--- src/hw/lsc_pkg.sv ---
package lsc_pkg;
  // clock and timing
  localparam int unsigned CLK_HZ          = 50_000_000;
  localparam int unsigned WAKE_FILT_US    = 30;      // least dominant time for wake
  localparam int unsigned WAKE_FILT_CYC   = (WAKE_FILT_US * (CLK_HZ / 1_000_000)) + 1;
  localparam int unsigned START_MS        = 5;       // longest start-up time
  localparam int unsigned START_CYC       = START_MS * (CLK_HZ / 1_000);
  localparam int unsigned BUS_TMO_MS      = 9;       // recessive timeout inside a frame
  localparam int unsigned BUS_TMO_CYC     = BUS_TMO_MS * (CLK_HZ / 1_000);
  localparam int unsigned IDLE_S          = 8;       // idle timeout between frames
  localparam int unsigned IDLE_CYC        = IDLE_S * CLK_HZ;
  localparam int unsigned BAUD_NORM       = 19_200;  // nominal normal-mode rate
  localparam int unsigned BAUD_FLASH      = 115_000; // flash-mode rate
  localparam int unsigned BIT_NORM_CYC    = CLK_HZ / BAUD_NORM;
  localparam int unsigned BIT_FLASH_CYC   = CLK_HZ / BAUD_FLASH;
  localparam int unsigned BREAK_BITS      = 11;      // dominant bits marking a break
  // widths
  localparam int unsigned CNT_W           = 32;
  localparam int unsigned BIT_W           = 16;
  localparam int unsigned DATA_W          = 8;
  localparam int unsigned FIFO_DEPTH      = 32;
  localparam logic [7:0]  SYNC_BYTE       = 8'h55;
  localparam logic [3:0]  SYNC_EDGES      = 4'h4;    // fifth fall of the sync byte closes 8 bits
  localparam logic [3:0]  LAST_DATA_BIT   = 4'h8;
  localparam logic [3:0]  STOP_BIT        = 4'h9;

  typedef enum logic [5:0] {
    LSC_SLEEP   = 6'h01,
    LSC_WAKE    = 6'h02,
    LSC_WAITUP  = 6'h04,
    LSC_POR     = 6'h08,
    LSC_NORMAL  = 6'h10,
    LSC_UV      = 6'h20
  } lsc_mode_t;

  typedef enum logic [4:0] {
    LSC_R_IDLE  = 5'h01,
    LSC_R_BRK   = 5'h02,
    LSC_R_SYNC  = 5'h04,
    LSC_R_BYTE  = 5'h08,
    LSC_R_TX    = 5'h10
  } lsc_rx_t;
endpackage : lsc_pkg

--- src/hw/lsc_link.sv ---
// How it works
// asleep, a falling bus edge then dominant longer than the wake filter time is a wake-up.
// after wake-up, the next rising edge launches a power-on reset; normal mode starts once it ends.
// the power-on reset ends within 5 ms of that edge; frames before then are ignored.
// supply below the extended minimum blocks the link until above the wake threshold.
// driver overheat turns the driver off and the link becomes receive-only.
// after cooling, the driver stays off until the block itself starts a dominant-to-recessive step.
// no diagnostic field ever carries the driver overheat event.
// in normal mode, recessive idle longer than the idle timeout sends the device to sleep.
// every frame's sync field is re-measured to set the bit clock for that frame.
// in programming mode the bit timing runs at the flash rate.
// the block acts on a header, or answers, only after the header is received.
// high is recessive (1), low dominant (0); the bus is left recessive when idle.
// response bytes go out only on request; otherwise received bytes go into the buffer.
// in sleep the receiver is off and only the wake detector watches the bus.
// each byte is one start bit, 8 data bits lsb first, one stop bit.
// recessive longer than the bus timeout inside a frame resets the receiver and drops the frame.
// wake filter and idle timeout are counters cleared when the bus leaves the timed level.
`timescale 1ns/100ps
`default_nettype none
module lsc_link
  import lsc_pkg::*;
#(
  parameter int unsigned START_CYCLES = START_CYC,
  parameter int unsigned IDLE_CYCLES  = IDLE_CYC,
  parameter int unsigned TMO_CYCLES   = BUS_TMO_CYC
) (
  input  wire logic        clk_i,
  input  wire logic        rst_b_i,
  input  wire logic        bus_rx_i,
  output logic             bus_tx_o,
  output logic             bus_tx_oe_o,
  output logic             term_on_o,
  input  wire logic        supply_low_i,
  input  wire logic        supply_wake_ok_i,
  input  wire logic        driver_overheat_i,
  input  wire logic        prog_mode_i,
  input  wire logic        sleep_cmd_i,
  input  wire logic        hdr_done_i,
  input  wire logic        resp_req_i,
  input  wire logic [7:0]  resp_data_i,
  input  wire logic        resp_valid_i,
  output logic             resp_ready_o,
  output logic [7:0]       rx_data_o,
  output logic             rx_valid_o,
  input  wire logic        rx_ready_i,
  output logic             frame_start_o,
  output logic             awake_o,
  output logic             por_o,
  output logic             rx_enabled_o,
  output logic [BIT_W-1:0] bit_cycles_o,
  output logic             diag_flag_o
);
  lsc_mode_t        mode, next_mode;
  lsc_rx_t          rxs, next_rxs;
  logic             bus_q, next_bus_q;
  logic             drv_block, next_drv_block;
  logic [BIT_W-1:0] bit_len, next_bit_len;
  logic [BIT_W+3:0] meas, next_meas;
  logic [BIT_W-1:0] bcnt, next_bcnt;
  logic [3:0]       bidx, next_bidx;
  logic [3:0]       edges, next_edges;
  logic [7:0]       shreg, next_shreg;
  logic [7:0]       rx_byte, next_rx_byte;
  logic             rx_push, next_rx_push;
  logic             tx_bit, next_tx_bit;
  logic             tx_pop, next_tx_pop;
  logic             fstart, next_fstart;
  logic             fall, rise, in_frame;
  logic             wake_exp, por_exp, idle_exp, tmo_exp, brk_exp;
  logic             fifo_in_ready, fifo_flush;
  logic             clr_wake, clr_por, clr_idle, clr_tmo, clr_brk;

  ////////////////////////////////////////////////////////////////////////////
  // timers
  always_comb begin
    fall     = bus_q && !bus_rx_i;
    rise     = !bus_q && bus_rx_i;
    in_frame = (rxs != LSC_R_IDLE);
    clr_wake = bus_rx_i || (mode != LSC_WAKE);
    clr_idle = !bus_rx_i || in_frame || (mode != LSC_NORMAL);
    clr_por  = (mode != LSC_POR);
    clr_tmo  = !bus_rx_i || !in_frame || (rxs == LSC_R_TX);
    clr_brk  = bus_rx_i || (mode != LSC_NORMAL);
  end

  lsc_timer #(.W(CNT_W)) u_wake (.clk_i(clk_i), .rst_b_i(rst_b_i), .clear_i(clr_wake),
    .limit_i(CNT_W'(WAKE_FILT_CYC)), .expired_o(wake_exp));
  lsc_timer #(.W(CNT_W)) u_por (.clk_i(clk_i), .rst_b_i(rst_b_i), .clear_i(clr_por),
    .limit_i(CNT_W'(START_CYCLES)), .expired_o(por_exp));
  lsc_timer #(.W(CNT_W)) u_idle (.clk_i(clk_i), .rst_b_i(rst_b_i), .clear_i(clr_idle),
    .limit_i(CNT_W'(IDLE_CYCLES)), .expired_o(idle_exp));
  lsc_timer #(.W(CNT_W)) u_tmo (.clk_i(clk_i), .rst_b_i(rst_b_i), .clear_i(clr_tmo),
    .limit_i(CNT_W'(TMO_CYCLES)), .expired_o(tmo_exp));
  lsc_timer #(.W(CNT_W)) u_brk (.clk_i(clk_i), .rst_b_i(rst_b_i), .clear_i(clr_brk),
    .limit_i(CNT_W'(BREAK_BITS) * CNT_W'(bit_len)), .expired_o(brk_exp));

  ////////////////////////////////////////////////////////////////////////////
  // operating mode
  always_comb begin
    next_mode = mode;
    case (mode)
      LSC_SLEEP: begin
        if (fall) begin
          next_mode = LSC_WAKE;
        end
      end
      LSC_WAKE: begin
        if (wake_exp) begin
          next_mode = LSC_WAITUP;
        end else if (bus_rx_i) begin
          next_mode = LSC_SLEEP;
        end
      end
      LSC_WAITUP: begin
        if (rise) begin
          next_mode = LSC_POR;
        end
      end
      LSC_POR: begin
        if (por_exp) begin
          next_mode = LSC_NORMAL;
        end
      end
      LSC_NORMAL: begin
        if (supply_low_i) begin
          next_mode = LSC_UV;
        end else if (idle_exp || sleep_cmd_i) begin
          next_mode = LSC_SLEEP;
        end
      end
      LSC_UV: begin
        if (supply_wake_ok_i && !supply_low_i) begin
          next_mode = LSC_NORMAL;
        end
      end
      default: next_mode = LSC_SLEEP;
    endcase
  end

  ////////////////////////////////////////////////////////////////////////////
  // receiver, sync measurement and responder
  always_comb begin
    next_rxs       = rxs;
    next_bus_q     = bus_rx_i;
    next_bit_len   = bit_len;
    next_meas      = meas;
    next_bcnt      = bcnt;
    next_bidx      = bidx;
    next_edges     = edges;
    next_shreg     = shreg;
    next_rx_byte   = rx_byte;
    next_rx_push   = 1'b0;
    next_tx_bit    = tx_bit;
    next_tx_pop    = 1'b0;
    next_fstart    = 1'b0;
    next_drv_block = drv_block;
    if (rxs == LSC_R_IDLE) begin
      // nominal rate between frames; each sync then measures its own
      next_bit_len = prog_mode_i ? BIT_W'(BIT_FLASH_CYC) : BIT_W'(BIT_NORM_CYC);
    end
    if (driver_overheat_i) begin
      next_drv_block = 1'b1;
    end
    if (mode != LSC_NORMAL || tmo_exp) begin
      next_rxs    = LSC_R_IDLE;
      next_tx_bit = 1'b1;
    end else if (brk_exp) begin
      next_rxs    = LSC_R_BRK;                                       // break restarts receiver
      next_tx_bit = 1'b1;
    end else begin
      case (rxs)
        LSC_R_IDLE: begin
          if (brk_exp) begin
            next_rxs = LSC_R_BRK;
          end
        end
        LSC_R_BRK: begin
          if (rise) begin
            next_rxs   = LSC_R_SYNC;
            next_edges = '0;
            next_meas  = '0;
          end
        end
        LSC_R_SYNC: begin
          next_meas = meas + 1'b1;
          if (fall) begin
            next_edges = edges + 1'b1;
            if (edges == '0) begin
              next_meas = '0;
            end else if (edges == SYNC_EDGES) begin
              next_bit_len = BIT_W'(meas >> 3);
              next_fstart  = 1'b1;
              next_rxs     = LSC_R_BYTE;
              next_bidx    = '0;
              next_bcnt    = BIT_W'(meas >> 3) + BIT_W'(meas >> 4);  // skip to mid sync stop
            end
          end
        end
        LSC_R_BYTE: begin
          if (bidx == '0 && bcnt == '0 && bus_rx_i) begin
            next_bcnt = '0;                                          // wait for start bit
            if (hdr_done_i && resp_req_i && resp_valid_i) begin
              next_rxs   = LSC_R_TX;
              next_shreg = resp_data_i;
              next_tx_pop = 1'b1;
              next_tx_bit = 1'b0;
              next_bcnt  = bit_len;
            end
          end else if (bcnt != '0) begin
            next_bcnt = bcnt - 1'b1;
          end else begin
            next_bcnt = bit_len;
            if (bidx == STOP_BIT) begin
              next_bidx = '0;
              next_bcnt = '0;
              if (bus_rx_i && !(hdr_done_i && resp_req_i)) begin
                next_rx_byte = shreg;
                next_rx_push = 1'b1;
              end
            end else begin
              next_bidx = bidx + 1'b1;
              if (bidx != '0) begin
                next_shreg = {bus_rx_i, shreg[7:1]};
              end
            end
          end
          if (fall && bidx == '0 && bcnt == '0) begin
            next_bcnt = BIT_W'(bit_len >> 1);
            next_bidx = '0;                                          // first look is mid start
          end
        end
        LSC_R_TX: begin
          if (bcnt != '0) begin
            next_bcnt = bcnt - 1'b1;
          end else begin
            next_bcnt = bit_len;
            next_bidx = bidx + 1'b1;
            if (bidx == LAST_DATA_BIT) begin
              next_tx_bit = 1'b1;
              if (!tx_bit) begin
                next_drv_block = driver_overheat_i;
              end
            end else if (bidx == STOP_BIT) begin
              next_rxs  = LSC_R_BYTE;
              next_bidx = '0;
              next_bcnt = '0;
            end else begin
              next_tx_bit = shreg[bidx[2:0]];
              if (!tx_bit && shreg[bidx[2:0]]) begin
                next_drv_block = driver_overheat_i;
              end
            end
          end
        end
        default: next_rxs = LSC_R_IDLE;
      endcase
    end
  end

  always_ff @(posedge clk_i) begin
    if (!rst_b_i) begin
      mode      <= LSC_NORMAL;
      rxs       <= LSC_R_IDLE;
      bus_q     <= 1'b1;
      drv_block <= 1'b0;
      bit_len   <= BIT_W'(BIT_NORM_CYC);
      meas      <= '0;
      bcnt      <= '0;
      bidx      <= '0;
      edges     <= '0;
      shreg     <= '0;
      rx_byte   <= '0;
      rx_push   <= 1'b0;
      tx_bit    <= 1'b1;
      tx_pop    <= 1'b0;
      fstart    <= 1'b0;
    end else begin
      mode      <= next_mode;
      rxs       <= next_rxs;
      bus_q     <= next_bus_q;
      drv_block <= next_drv_block;
      bit_len   <= next_bit_len;
      meas      <= next_meas;
      bcnt      <= next_bcnt;
      bidx      <= next_bidx;
      edges     <= next_edges;
      shreg     <= next_shreg;
      rx_byte   <= next_rx_byte;
      rx_push   <= next_rx_push;
      tx_bit    <= next_tx_bit;
      tx_pop    <= next_tx_pop;
      fstart    <= next_fstart;
    end
  end

  ////////////////////////////////////////////////////////////////////////////
  // received data buffer; a full buffer drops the byte
  always_comb begin
    fifo_flush = (mode != LSC_NORMAL);
  end

  lsc_fifo #(.WIDTH(DATA_W), .DEPTH(FIFO_DEPTH)) u_fifo (
    .clk_i      (clk_i),
    .rst_b_i    (rst_b_i),
    .flush_i    (fifo_flush),
    .in_data_i  (rx_byte),
    .in_valid_i (rx_push),
    .in_ready_o (fifo_in_ready),
    .out_data_o (rx_data_o),
    .out_valid_o(rx_valid_o),
    .out_ready_i(rx_ready_i)
  );

  // outputs decoded from flops only, no input reaches them
  always_comb begin
    bus_tx_o     = tx_bit;
    bus_tx_oe_o  = (rxs == LSC_R_TX) && !tx_bit && !drv_block;
    term_on_o    = (mode == LSC_NORMAL) || (mode == LSC_UV);
    resp_ready_o = tx_pop;
    frame_start_o = fstart;
    awake_o      = (mode == LSC_NORMAL);
    por_o        = (mode == LSC_POR);
    rx_enabled_o = (rxs != LSC_R_IDLE) && fifo_in_ready && (mode == LSC_NORMAL);
    bit_cycles_o = bit_len;
    diag_flag_o  = 1'b0;
  end
endmodule // lsc_link
`default_nettype wire

--- src/hw/lsc_fifo.sv ---
`timescale 1ns/100ps
`default_nettype none
module lsc_fifo #(
  parameter int unsigned WIDTH = 8,
  parameter int unsigned DEPTH = 32
) (
  input  wire logic             clk_i,
  input  wire logic             rst_b_i,
  input  wire logic             flush_i,
  input  wire logic [WIDTH-1:0] in_data_i,
  input  wire logic             in_valid_i,
  output logic                  in_ready_o,
  output logic [WIDTH-1:0]      out_data_o,
  output logic                  out_valid_o,
  input  wire logic             out_ready_i
);
  localparam int unsigned AW = $clog2(DEPTH);
  logic [WIDTH-1:0] mem [DEPTH];
  logic [AW-1:0]    wr_ptr, rd_ptr, next_wr_ptr, next_rd_ptr;
  logic [AW:0]      count, next_count;
  logic             push, pop;

  ////////////////////////////////////////////////////////////////////////////
  always_comb begin
    push        = in_valid_i && in_ready_o;
    pop         = out_valid_o && out_ready_i;
    next_wr_ptr = push ? wr_ptr + 1'b1 : wr_ptr;
    next_rd_ptr = pop ? rd_ptr + 1'b1 : rd_ptr;
    next_count  = count + {{AW{1'b0}}, push} - {{AW{1'b0}}, pop};
    if (flush_i) begin
      next_wr_ptr = '0;
      next_rd_ptr = '0;
      next_count  = '0;
    end
  end

  always_ff @(posedge clk_i) begin
    if (!rst_b_i) begin
      wr_ptr <= '0;
      rd_ptr <= '0;
      count  <= '0;
    end else begin
      wr_ptr <= next_wr_ptr;
      rd_ptr <= next_rd_ptr;
      count  <= next_count;
    end
  end

  always_ff @(posedge clk_i) begin
    if (push) begin
      mem[wr_ptr] <= in_data_i;
    end
  end

  always_comb begin
    in_ready_o  = (count != DEPTH[AW:0]);
    out_valid_o = (count != '0);
    out_data_o  = mem[rd_ptr];
  end
endmodule // lsc_fifo
`default_nettype wire

--- src/hw/lsc_timer.sv ---
`timescale 1ns/100ps
`default_nettype none
// up-counter that reports once a limit is passed; cleared on demand
module lsc_timer #(
  parameter int unsigned W = 32
) (
  input  wire logic         clk_i,
  input  wire logic         rst_b_i,
  input  wire logic         clear_i,
  input  wire logic [W-1:0] limit_i,
  output logic              expired_o
);
  logic [W-1:0] cnt, next_cnt;

  always_comb begin
    next_cnt = cnt;
    if (clear_i) begin
      next_cnt = '0;
    end else if (cnt < limit_i) begin
      next_cnt = cnt + 1'b1;
    end
    expired_o = (cnt >= limit_i) && !clear_i;
  end

  always_ff @(posedge clk_i) begin
    if (!rst_b_i) begin
      cnt <= '0;
    end else begin
      cnt <= next_cnt;
    end
  end
endmodule // lsc_timer
`default_nettype wire

--- config.mk ---
export PLATFORM = sky130hd
export DESIGN_NAME = lsc_link
export DESIGN_NICKNAME = d
export VERILOG_FILES = /design/src/hw/lsc_pkg.sv /design/src/hw/lsc_link.sv /design/src/hw/lsc_fifo.sv /design/src/hw/lsc_timer.sv
export SDC_FILE = /design/constraint.sdc
export NUM_CORES = 1
export LEC_CHECK = 0
export BUFFER_PORTS_ARGS = -buffer_cell sky130_fd_sc_hd__buf_2
export CAP_MARGIN = 20
export CORE_ASPECT_RATIO = 1.5
export CORE_MARGIN = 2
export CORE_UTILIZATION = 50
export CTS_BUF_LIST = sky130_fd_sc_hd__clkbuf_8
export DETAILED_ROUTE_END_ITERATION = 7
export MAX_ROUTING_LAYER = met4
export PLACE_DENSITY_LB_ADDON = 0.15
export REMOVE_ABC_BUFFERS = 1
export SLEW_MARGIN = 25
export SYNTH_ARGS = -nofsm -noshare
export SYNTH_HDL_FRONTEND = slang
export SYNTH_SLANG_ARGS = --single-unit
--- constraint.sdc ---
create_clock -name clk_i -period 6.9 [get_ports clk_i]
set_input_delay 0.345 -clock clk_i [delete_from_list [all_inputs] [get_ports clk_i]]
set_output_delay 0.345 -clock clk_i [all_outputs]
set_load 0.02 [all_outputs]
==> results of run 1 <==
==> metrics by stage <==
| stage | hold WS [ps] | util [%] | setup WS (ps) |
|---|---|---|---|
| final | 53.3 | 55.5 | 655 |
| after detailed placement | 424 | 52.3 | 699 |
| after CTS | 7.19 | 55.5 | 668 |
| after global placement | 418 | 52.3 | 841 |
| after floorplan | 409 | - | 482 |
| after global routing | 50.2 | 55.5 | 17.6 |
==> area by class of cell <==
class	instances	area share (%)
inverter	111	1.52
multi-input combinational	1481	40.1
antenna	2	0.0182
timing repair buffer	78	1.71
clock inverter	55	1.09
tap	663	3.02
sequential	530	48.1
clock buffer	90	4.51
==> sequential cells by signal, summed over array words and instances, names as in the netlist, 16 cells and up, named ones only <==
signal and cells:
bcnt 16, bit_cycles_o 16, meas 20, u_brk.cnt 32, u_fifo.mem 256, u_idle.cnt 32
u_por.cnt 32, u_tmo.cnt 32, u_wake.cnt 32
==> cells by family after synthesis <==
kind of cell / count (synthesis) / synth area share (%)
DFF: 530 / 52.9
other: 1 / 0.0151
muxes: 117 / 8.87
buffers and inverters: 196 / 3.06
AOI/OAI and AO/OA: 322 / 8.33
and+or+nand+nor: 786 / 15.7
xor gates and xnor gates: 138 / 4.85
adders and majority gates: 117 / 6.33
==> report_power, final <==
group          switching [uW]  leakage [uW]  internal [uW]
Clock                    1220      0.000902           1250
Combinational             181       0.00439           99.2
Sequential               15.6       0.00398           3270
Total                    1420       0.00927           4620
==> metal layers <==
metal | track usage, % | vias to the layer above
li1 | - | 8196
met3 | 3.66 | 165
met5 | - | -
met4 | 10.9 | 0
met2 | 40.6 | 444
met1 | 25.8 | 8257
==> synth_stat cells (67+ instances only) <==
cell type	instances	share of area [%]
dfxtp_1	274	22
clkbuf_1	67	1.0
edfxtp_1	256	31
a21oi_1	99	2.0
o21ai_0	80	1.6
ha_1	102	5.1
inv_1	109	1.6
nor2_1	264	4.0
xor2_1	88	3.1
mux4_2	82	7.4
nand2_1	156	2.4
nand3_1	69	1.4
==> worst paths after layout <==
kind | endpoint | slack, ps
min | shreg[2]$_SDFFE_PN0P_ | 50
max reg2reg | bit_cycles_o[7]$_SDFF_PN0_ | 660
max | bit_cycles_o[7]$_SDFF_PN0_ | 660
min reg2reg | u_idle.cnt[29]$_SDFFE_PP0N_ | 430
==> critical path, delay by kind of cell (launching register included) <==
family | cells | cell delay, ps
fa+ha+maj | 4 | 1510
simple gates | 6 | 1630
flops | 1 | 440
xor+xnor | 1 | 100
compound gates | 9 | 2360
buf+inv | 2 | 90
==> timing repair <==
item	in CTS	in global routing
hold endpoints to repair	4	0
endpoints found under the setup margin	0	0
resized for setup	0	0
hold buffers	5	0
==> layout by cell type (no fill, tap or decap), types with 11 or more instances in the layout <==
| master | instances |
|---|---|
| buf_2 | 52 |
| nor2_1 | 264 |
| nor3_1 | 34 |
| and3_1 | 57 |
| and2_1 | 46 |
| ha_1 | 102 |
| inv_1 | 136 |
| a21oi_1 | 99 |
| xor2_1 | 88 |
| buf_4 | 21 |
| mux4_2 | 82 |
| edfxtp_1 | 256 |
| clkinv_2 | 14 |
| and4_1 | 12 |
| nor4_1 | 22 |
| mux2i_1 | 25 |
| fa_1 | 15 |
| nand4_1 | 48 |
| nand3_1 | 69 |
| a211oi_1 | 14 |
| a31oi_1 | 20 |
| o21ai_0 | 80 |
| dfxtp_1 | 264 |
| nor2b_1 | 13 |
| o21a_1 | 11 |
| o211ai_1 | 18 |
| or3_1 | 17 |
| xnor2_1 | 50 |
| nand2_1 | 156 |
| clkbuf_8 | 90 |
==> impl_metrics.json, run 1 <==
{
  "rsz0062_at_grt": "no",
  "min_path_type": "in -> reg",
  "synth_top_flop_cell": "dfxtp_1",
  "relSlewSlack_pct": 28.5,
  "m1WireLength_um": 22200,
  "post_cts_buffers": 0,
  "cp.required_ps": 7430,
  "grt_pass1_wl_um": 91600,
  "crit_chain": "ha_1 > inv_1 > fa_1 > inv_1 > ha_1 > nand2_1 > o211a_1 > o21ai_0 > o41ai_1 > o21ai_0 > nor3_1 > o21bai_1 > a21oi_1 > xor2_1 > ha_1 > nand4_1 > or2_2 > a221oi_4 > or2_4 > or3_1 > o211ai_1 > o211a_1",
  "clock_latency_ps": 650,
  "yosysSeqAreaShare_pct": 52.9,
  "route.final.wire_length_um": 57200,
  "final_hold_viol_count": 0,
  "portBuffers": 52,
  "r2r-start": "bit_cycles_o[2]$_SDFF_PN1_",
  "ios": 54,
  "grt_overflow": 0,
  "synthCells": 2207,
  "max_clock_freq_mhz": 160,
  "ant_nets": 0,
  "cts.sinks": 530,
  "tns_ps": 0,
  "regArea_um2": 13200,
  "route.detailed.drc": 0,
  "ctsRootBufferMaster": "clkbuf_8",
  "peakVddDrop_uv": 151,
  "die_area_um2": 51700,
  "finClkSkew_ps": 45.1,
  "die_w_um": 186,
  "worst_pin_slew_ps": 1070,
  "worstHoldPathCells": 3,
  "ys_ff_latch": 530,
  "mappedNetlistArea_um2": 24900,
  "arrival_ps": 6770,
  "min_from": "resp_data_i[2]",
  "slew_violations": 0,
  "viasPerCell": 5.67,
  "critPathLaunch": "bit_cycles_o[2]$_SDFF_PN1_",
  "fin_crit_sh_pct": 90.5,
  "rr_worst_depth": 22,
  "finalInstanceArea_um2": 27400,
  "endpoint_kind": "flip-flop",
  "antenna_found_initial": 2,
  "gp_congestion": 0.965,
  "p_leak_uw": 0.00927,
  "multi_input_area_um2": 11000,
  "n_fill_cell": 4304,
  "setup_viol": 0,
  "vias": 17100,
  "first_global_vias": 17700,
  "place_area_um2": 25800,
  "synth_edf_count": 256,
  "fin_crit_ps": 6240,
  "area_delta_synth_final_pct": 10.1,
  "die_h_um": 277,
  "wire_per_inst_um": 19.0,
  "final_cells": 3010,
  "h-tree-depth": 3,
  "dpl.hpwl_um": 39900,
  "startpoint_type": "flip-flop",
  "timing_worst_setup_path_type": "reg -> reg",
  "drt_iter0_markers": 1006,
  "dp.cells": 2858,
  "cts_tree": "yes",
  "cts_buffers": 80,
  "nNetsFinal": 2419,
  "grtUsageTotal_pct": 23.3,
  "synth.distinct_cells": 86,
  "power_uw": 6040,
  "cp_max_fo": 22,
  "synth-warning-count": 0,
  "syn_area_per_cell_um2": 11.3,
  "clockBufferDepth": 3,
  "outcome": "finished clean",
  "clkTransAtPathRegs_ps": 60,
  "core-area_um2": 49400,
  "drive_above_1_share_pct": 13.5,
  "maxCapViolCount": 0,
  "wl_met3_um": 2620,
  "maxUsedRoutingLayer": "met4",
  "cpMostUsedCell": "ha_1",
  "start_util_pct": 50.4,
  "cpMaxStageDelayCell": "a221oi_4",
  "ys_async_sr_fraction_pct": 0,
  "rows": 100,
  "worst_path_largest_cell_delay_ps": 650,
  "met2WireLength_um": 29700,
  "p_per_area_nw_per_um2": 220,
  "firstDrtPassIters": 6,
  "grt_max_degree": 65
}
Note: power is estimated with default switching activity, not from simulation.
==> run 2: changes to the inputs <==
- CORE_UTILIZATION: 50 -> 40
==> run 2 against run 1 <==
Against the previous run:
- critical path depth is the same
- first-iteration DRC count fell by 9.9%
- sequential cell count unchanged
- critical endpoint is now shreg[7]$_SDFFE_PN0P_
- highest routed layer unchanged
- critical path type unchanged
- die area rose by 25%
==> impl_metrics.json, run 2 (synthesis gave the netlist of run 1 again) <==
{
  "startpoint_type": "flip-flop",
  "rows": 112,
  "setup_viol": 0,
  "die_h_um": 310,
  "maxCapViolCount": 0,
  "gp_congestion": 0.946,
  "slew_violations": 0,
  "worst_pin_slew_ps": 1020,
  "top_register": "u_fifo.mem",
  "area_delta_synth_final_pct": 11.6,
  "fin_crit_sh_pct": 91.6,
  "first_global_vias": 17300,
  "firstDrtPassIters": 6,
  "ctsRootBufferMaster": "clkbuf_8",
  "p_leak_uw": 0.00938,
  "cts_tree": "yes",
  "layout_common_cells": "dfxtp_1, nor2_1, edfxtp_1",
  "clockBufferDepth": 3,
  "min_from": "resp_data_i[7]",
  "portBuffers": 52,
  "viasPerCell": 5.39,
  "grt_overflow": 0,
  "fin_crit_ps": 6320,
  "r2r-start": "bit_cycles_o[3]$_SDFF_PN1_",
  "clock_latency_ps": 700,
  "endpoint_kind": "flip-flop",
  "vias": 17000,
  "h-tree-depth": 3,
  "clkTransAtPathRegs_ps": 70,
  "peakVddDrop_uv": 123,
  "grt_max_degree": 65,
  "ant_nets": 0,
  "nNetsFinal": 2428,
  "layout_commonest_cell": "dfxtp_1",
  "min_path_type": "in -> reg",
  "p_per_area_nw_per_um2": 225,
  "cts.sinks": 530,
  "finClkSkew_ps": 30.9,
  "max_clock_freq_mhz": 158,
  "die_w_um": 208,
  "setup_ws_ps": 577,
  "arrival_ps": 6890,
  "tns_ps": 0,
  "route.detailed.drc": 0,
  "grtUsageTotal_pct": 19.1,
  "relSlewSlack_pct": 32.0,
  "antenna_found_initial": 1,
  "die_area_um2": 64300,
  "place_ws_ps": 600,
  "grt_pass1_wl_um": 93700,
  "cp_max_fo": 14,
  "power_uw": 6270,
  "critPathLaunch": "bit_cycles_o[3]$_SDFF_PN1_",
  "cts_buffers": 85,
  "final_hold_viol_count": 0,
  "core-area_um2": 61900,
  "outcome": "finished clean",
  "ios": 54,
  "timing_worst_setup_path_type": "reg -> reg",
  "largest_reg_flops": 256,
  "drive_above_1_share_pct": 13.7,
  "drt_iter0_markers": 906,
  "route.final.wire_length_um": 59300,
  "start_util_pct": 40.2,
  "wire_per_inst_um": 18.8,
  "cp.required_ps": 7460,
  "rsz0062_at_grt": "no",
  "dpl.hpwl_um": 41400
}
## run 2: cell types whose count changed in the layout (fill, tap and decap cells not counted), moves of 2 or more
cell and change:
clkinv_2 -4, clkbuf_8 +10, buf_4 -2, inv_1 +5, dfxtp_2 -2, dfxtp_1 +2
clkinv_1 -6, dlygate4sd3_1 +6
## run 2: power by group
part	internal, uW	switching [uW]
logic	104	185
registers	3270	15.3
clock network	1410	1280
## run 2: path summary, 6_finish.rpt
| path | to | slack (ps) | cells after the start |
|---|---|---|---|
| max | shreg[7]$_SDFFE_PN0P_ | 580 | 22 |
| min | shreg[7]$_SDFFE_PN0P_ | 40 | 4 |
| max reg2reg | shreg[7]$_SDFFE_PN0P_ | 580 | 22 |
| min reg2reg | u_idle.cnt[29]$_SDFFE_PP0N_ | 430 | 2 |
## run 2: per-stage QoR
step	instances	area, um2	hold WS, ps	util, %
3_3_place_gp	2991	26000	415	42.0
5_1_grt	3156	27800	59.6	44.9
2_1_floorplan	2122	24600	409	-
3_5_place_dp	2991	26000	422	42.0
4_1_cts	3155	27800	0.568	44.9
6_report	3156	27800	41.7	44.9
## run 2: routing by layer
metal / part of all wire, % / GRT usage (%) / vias up / routed length [um]
li1: - / - / 8212 / -
met1: 40 / 20.6 / 8296 / 23500
met2: 52 / 34.3 / 360 / 31100
met3: 4.2 / 3.05 / 131 / 2510
met4: 3.8 / 9.05 / 0 / 2250
met5: 0 / - / - / 0
## run 2: worst max-delay path, stage by stage (launching register included)
cell and delay, ps:
dfxtp_1 510, ha_1 320, fa_1 480, ha_1 380
o21a_1 210, nand2_1 70, a311oi_1 140, nand4_1 150
a31oi_1 110, and4_1 210, a2111oi_0 660, nor2_1 110
a211oi_1 260, ha_1 310, a21oi_1 170, nand3_1 100
nor2_2 240, and3_1 260, a221oi_4 160, or2_4 360
a2111oi_4 680, mux2i_1 260, nor2_1 50
## run 2: final cells by class
class | instances | area [um2]
fill | 5783 | 34100
sequential | 530 | 13200
multi-input combinational | 1481 | 11000
clock buffer | 100 | 1380
tap | 798 | 998
timing repair buffer | 82 | 513
inverter | 111 | 417
clock inverter | 53 | 322
antenna | 1 | 2.50
## run 2: what timing repair did
| item | CTS | global route |
|---|---|---|
| resized for setup | 0 | 1 |
| buffers inserted | 0 | 0 |
| hold endpoints to repair | 10 | 0 |
| hold buffers | 11 | 0 |
| endpoints found under the setup margin | 0 | 2 |
==> run 3: changes to the inputs <==
- ABC_AREA: not set -> 1
==> run 3 against run 2 <==
Against the previous run:
- sequential cell count is the same
- non-clock buffer count shrank 2
- critical endpoint is now bcnt[0]$_SDFFE_PN0P_
- critical path type unchanged
- design area grew 7.0%
- hold slack gained 23 ps
==> impl_metrics.json, run 3 <==
{
  "cts_buffers": 84,
  "p_per_area_nw_per_um2": 231,
  "dp.cells": 4051,
  "start_util_pct": 40.3,
  "p_leak_uw": 0.0115,
  "mappedNetlistArea_um2": 26800,
  "nNetsFinal": 3395,
  "worst_path_largest_cell_delay_ps": 680,
  "route.detailed.drc": 0,
  "ios": 54,
  "min_path_type": "in -> reg",
  "critPathBufInv": 2,
  "startpoint_type": "flip-flop",
  "die_h_um": 321,
  "die_area_um2": 69100,
  "rsz0062_at_grt": "no",
  "yosysSeqAreaShare_pct": 49.2,
  "grt_overflow": 0,
  "synthTopCellsByArea": "edfxtp_1, dfxtp_1, nor2_1",
  "first_global_vias": 22000,
  "arrival_ps": 5990,
  "synth-warning-count": 0,
  "setup_viol": 0,
  "final_cells": 4212,
  "h-tree-depth": 3,
  "cpMaxStageDelayCell": "nand4_1",
  "antenna_found_initial": 1,
  "gp_congestion": 0.917,
  "synth_top_flop_cell": "dfxtp_1",
  "yosys-top-cells-count": "nor2_1, nand2_1, inv_1, o21ai_0, dfxtp_1",
  "dpl.hpwl_um": 49800,
  "relSlewSlack_pct": 31.1,
  "worst_pin_slew_ps": 1030,
  "ys_async_sr_fraction_pct": 0,
  "portBuffers": 52,
  "clock_latency_ps": 720,
  "grt_pass1_wl_um": 114000,
  "clockBufferDepth": 3,
  "drive_above_1_share_pct": 8.78,
  "vias": 21800,
  "synth_most_common_cell": "nor2_1",
  "layout_commonest_cell": "nor2_1",
  "finClkSkew_ps": 28.9,
  "top_register": "u_fifo.mem",
  "cts.sinks": 530,
  "postCtsResizedCells": 0,
  "place_ws_ps": 1570,
  "synth_edf_count": 256,
  "setup_ws_ps": 1500,
  "post_cts_buffers": 0,
  "die_w_um": 215,
  "fin_crit_sh_pct": 78.3,
  "synth_largest_area_cell": "edfxtp_1",
  "grtUsageTotal_pct": 21.1,
  "syn_area_per_cell_um2": 8.38,
  "endpoint_kind": "flip-flop",
  "grt_max_degree": 87,
  "route.final.wire_length_um": 70900,
  "maxCapViolCount": 0,
  "wire_per_inst_um": 16.8,
  "holdWs_ps": 64.8,
  "cts_tree": "yes",
  "max_clock_freq_mhz": 185,
  "ys_ff_latch": 530,
  "synth_top_area_share_pct": 28.7,
  "firstDrtPassIters": 8,
  "synth.distinct_cells": 58,
  "clkTransAtPathRegs_ps": 70,
  "fin_crit_ps": 5400,
  "layout_common_cells": "nor2_1, nand2_1, inv_1",
  "core-area_um2": 66500,
  "drt_iter0_markers": 1362,
  "tns_ps": 0,
  "slew_violations": 0,
  "final_hold_viol_count": 0,
  "fin_util_pct": 44.7,
  "viasPerCell": 5.18,
  "ctsRootBufferMaster": "clkbuf_8",
  "largest_reg_flops": 256,
  "timing_worst_setup_path_type": "reg -> reg",
  "peakVddDrop_uv": 162,
  "crit_chain": "ha_1 > inv_1 > fa_1 > inv_1 > ha_1 > a21oi_1 > o21ai_1 > a21oi_1 > o21ai_1 > a21boi_0 > o21ai_0 > nand2_1 > nand2_1 > xor2_1 > ha_1 > a21oi_1 > o21ai_0 > nor3_2 > nand3_2 > nand2_4 > nand4_1 > o21a_1",
  "critPathTopFamily": "compound AO/OA/AOI/OAI gates",
  "area_delta_synth_final_pct": 11.0,
  "cp.required_ps": 7490,
  "ant_nets": 0,
  "rows": 116,
  "outcome": "finished clean",
  "synthCells": 3199,
  "cp_max_fo": 14
}
[run 3: changes by cell type after synthesis, sizes merged, moves of 43 or more]
| cell | delta |
|---|---|
| and2 | -47 |
| a21oi | +114 |
| nand2 | +315 |
| xor2 | -43 |
| and3 | -55 |
| nand3 | +92 |
| mux4 | -82 |
| o21ai | +211 |
| inv | +321 |
| o221ai | +48 |
| nor2 | +225 |
[run 3: logic make-up (layout without fill, tap and decap cells)]
family                     count (synthesis)  after routing  synth area share (%)
AOI/OAI and AO/OA                        655            655                  13.8
other                                      1              2                0.0140
and+or+nand+nor                         1292           1292                  21.1
adders and majority gates                117            117                  5.88
DFF                                      530            530                  49.2
xor gates and xnor gates                  63             63                  2.06
buffers and inverters                    541            668                  8.02
[run 3: layer usage]
layer	vias to the layer above	global-route usage (%)	routed length, um
li1	10900	-	-
met1	10200	22.9	28900
met2	512	38.7	36600
met3	163	2.44	2760
met4	0	9.04	2590
met5	-	-	0
[run 3: worst paths after layout]
| path | from | to | slack (ps) | depth (start not counted) |
|---|---|---|---|---|
| worst max-delay path | bit_cycles_o[4]$_SDFF_PN0_ | bcnt[0]$_SDFFE_PN0P_ | 1500 | 22 |
| worst min-delay path | resp_data_i[1] | shreg[1]$_SDFFE_PN0P_ | 60 | 5 |
| worst max register to register | bit_cycles_o[4]$_SDFF_PN0_ | bcnt[0]$_SDFFE_PN0P_ | 1500 | 22 |
| worst min register to register | u_tmo.cnt[31]$_SDFFE_PP0N_ | u_tmo.cnt[31]$_SDFFE_PP0N_ | 430 | 2 |
[run 3: worst register-to-register path: stages (launching register included)]
cell and delay, ps:
dfxtp_1 400, ha_1 310, inv_1 50, fa_1 490, inv_1 40, ha_1 350, a21oi_1 160, o21ai_1 110
a21oi_1 270, o21ai_1 160, a21boi_0 300, o21ai_0 200, nand2_1 100, nand2_1 60, xor2_1 150, ha_1 180
a21oi_1 130, o21ai_0 110, nor3_2 250, nand3_2 180, nand2_4 180, nand4_1 680, o21a_1 430
[run 3: final cells by class]
class	instances	area (um2)
timing repair buffer	80	485
clock inverter	49	404
multi-input combinational	2128	11500
sequential	530	13200
fill	6613	36700
antenna	1	2.50
inverter	434	1640
clock buffer	105	1450
tap	885	1110
[run 3: metrics by stage]
step,power [uW],area [um2]
after floorplan,3820,26300
after global placement,3990,27800
after detailed placement,4000,27800
after CTS,6940,29700
after global routing,7150,29700
final,6860,29700
[run 3: power by group]
part	total, uW	switching (uW)	internal (uW)
Sequential	3310	22.9	3280
Combinational	626	425	200
Clock	2930	1320	1610
[run 3: what timing repair did]
action / 4_1_cts / 5_1_grt
hold buffers: 6 / 0
setup endpoints to repair: 0 / 0
endpoints found under the hold margin: 5 / 0
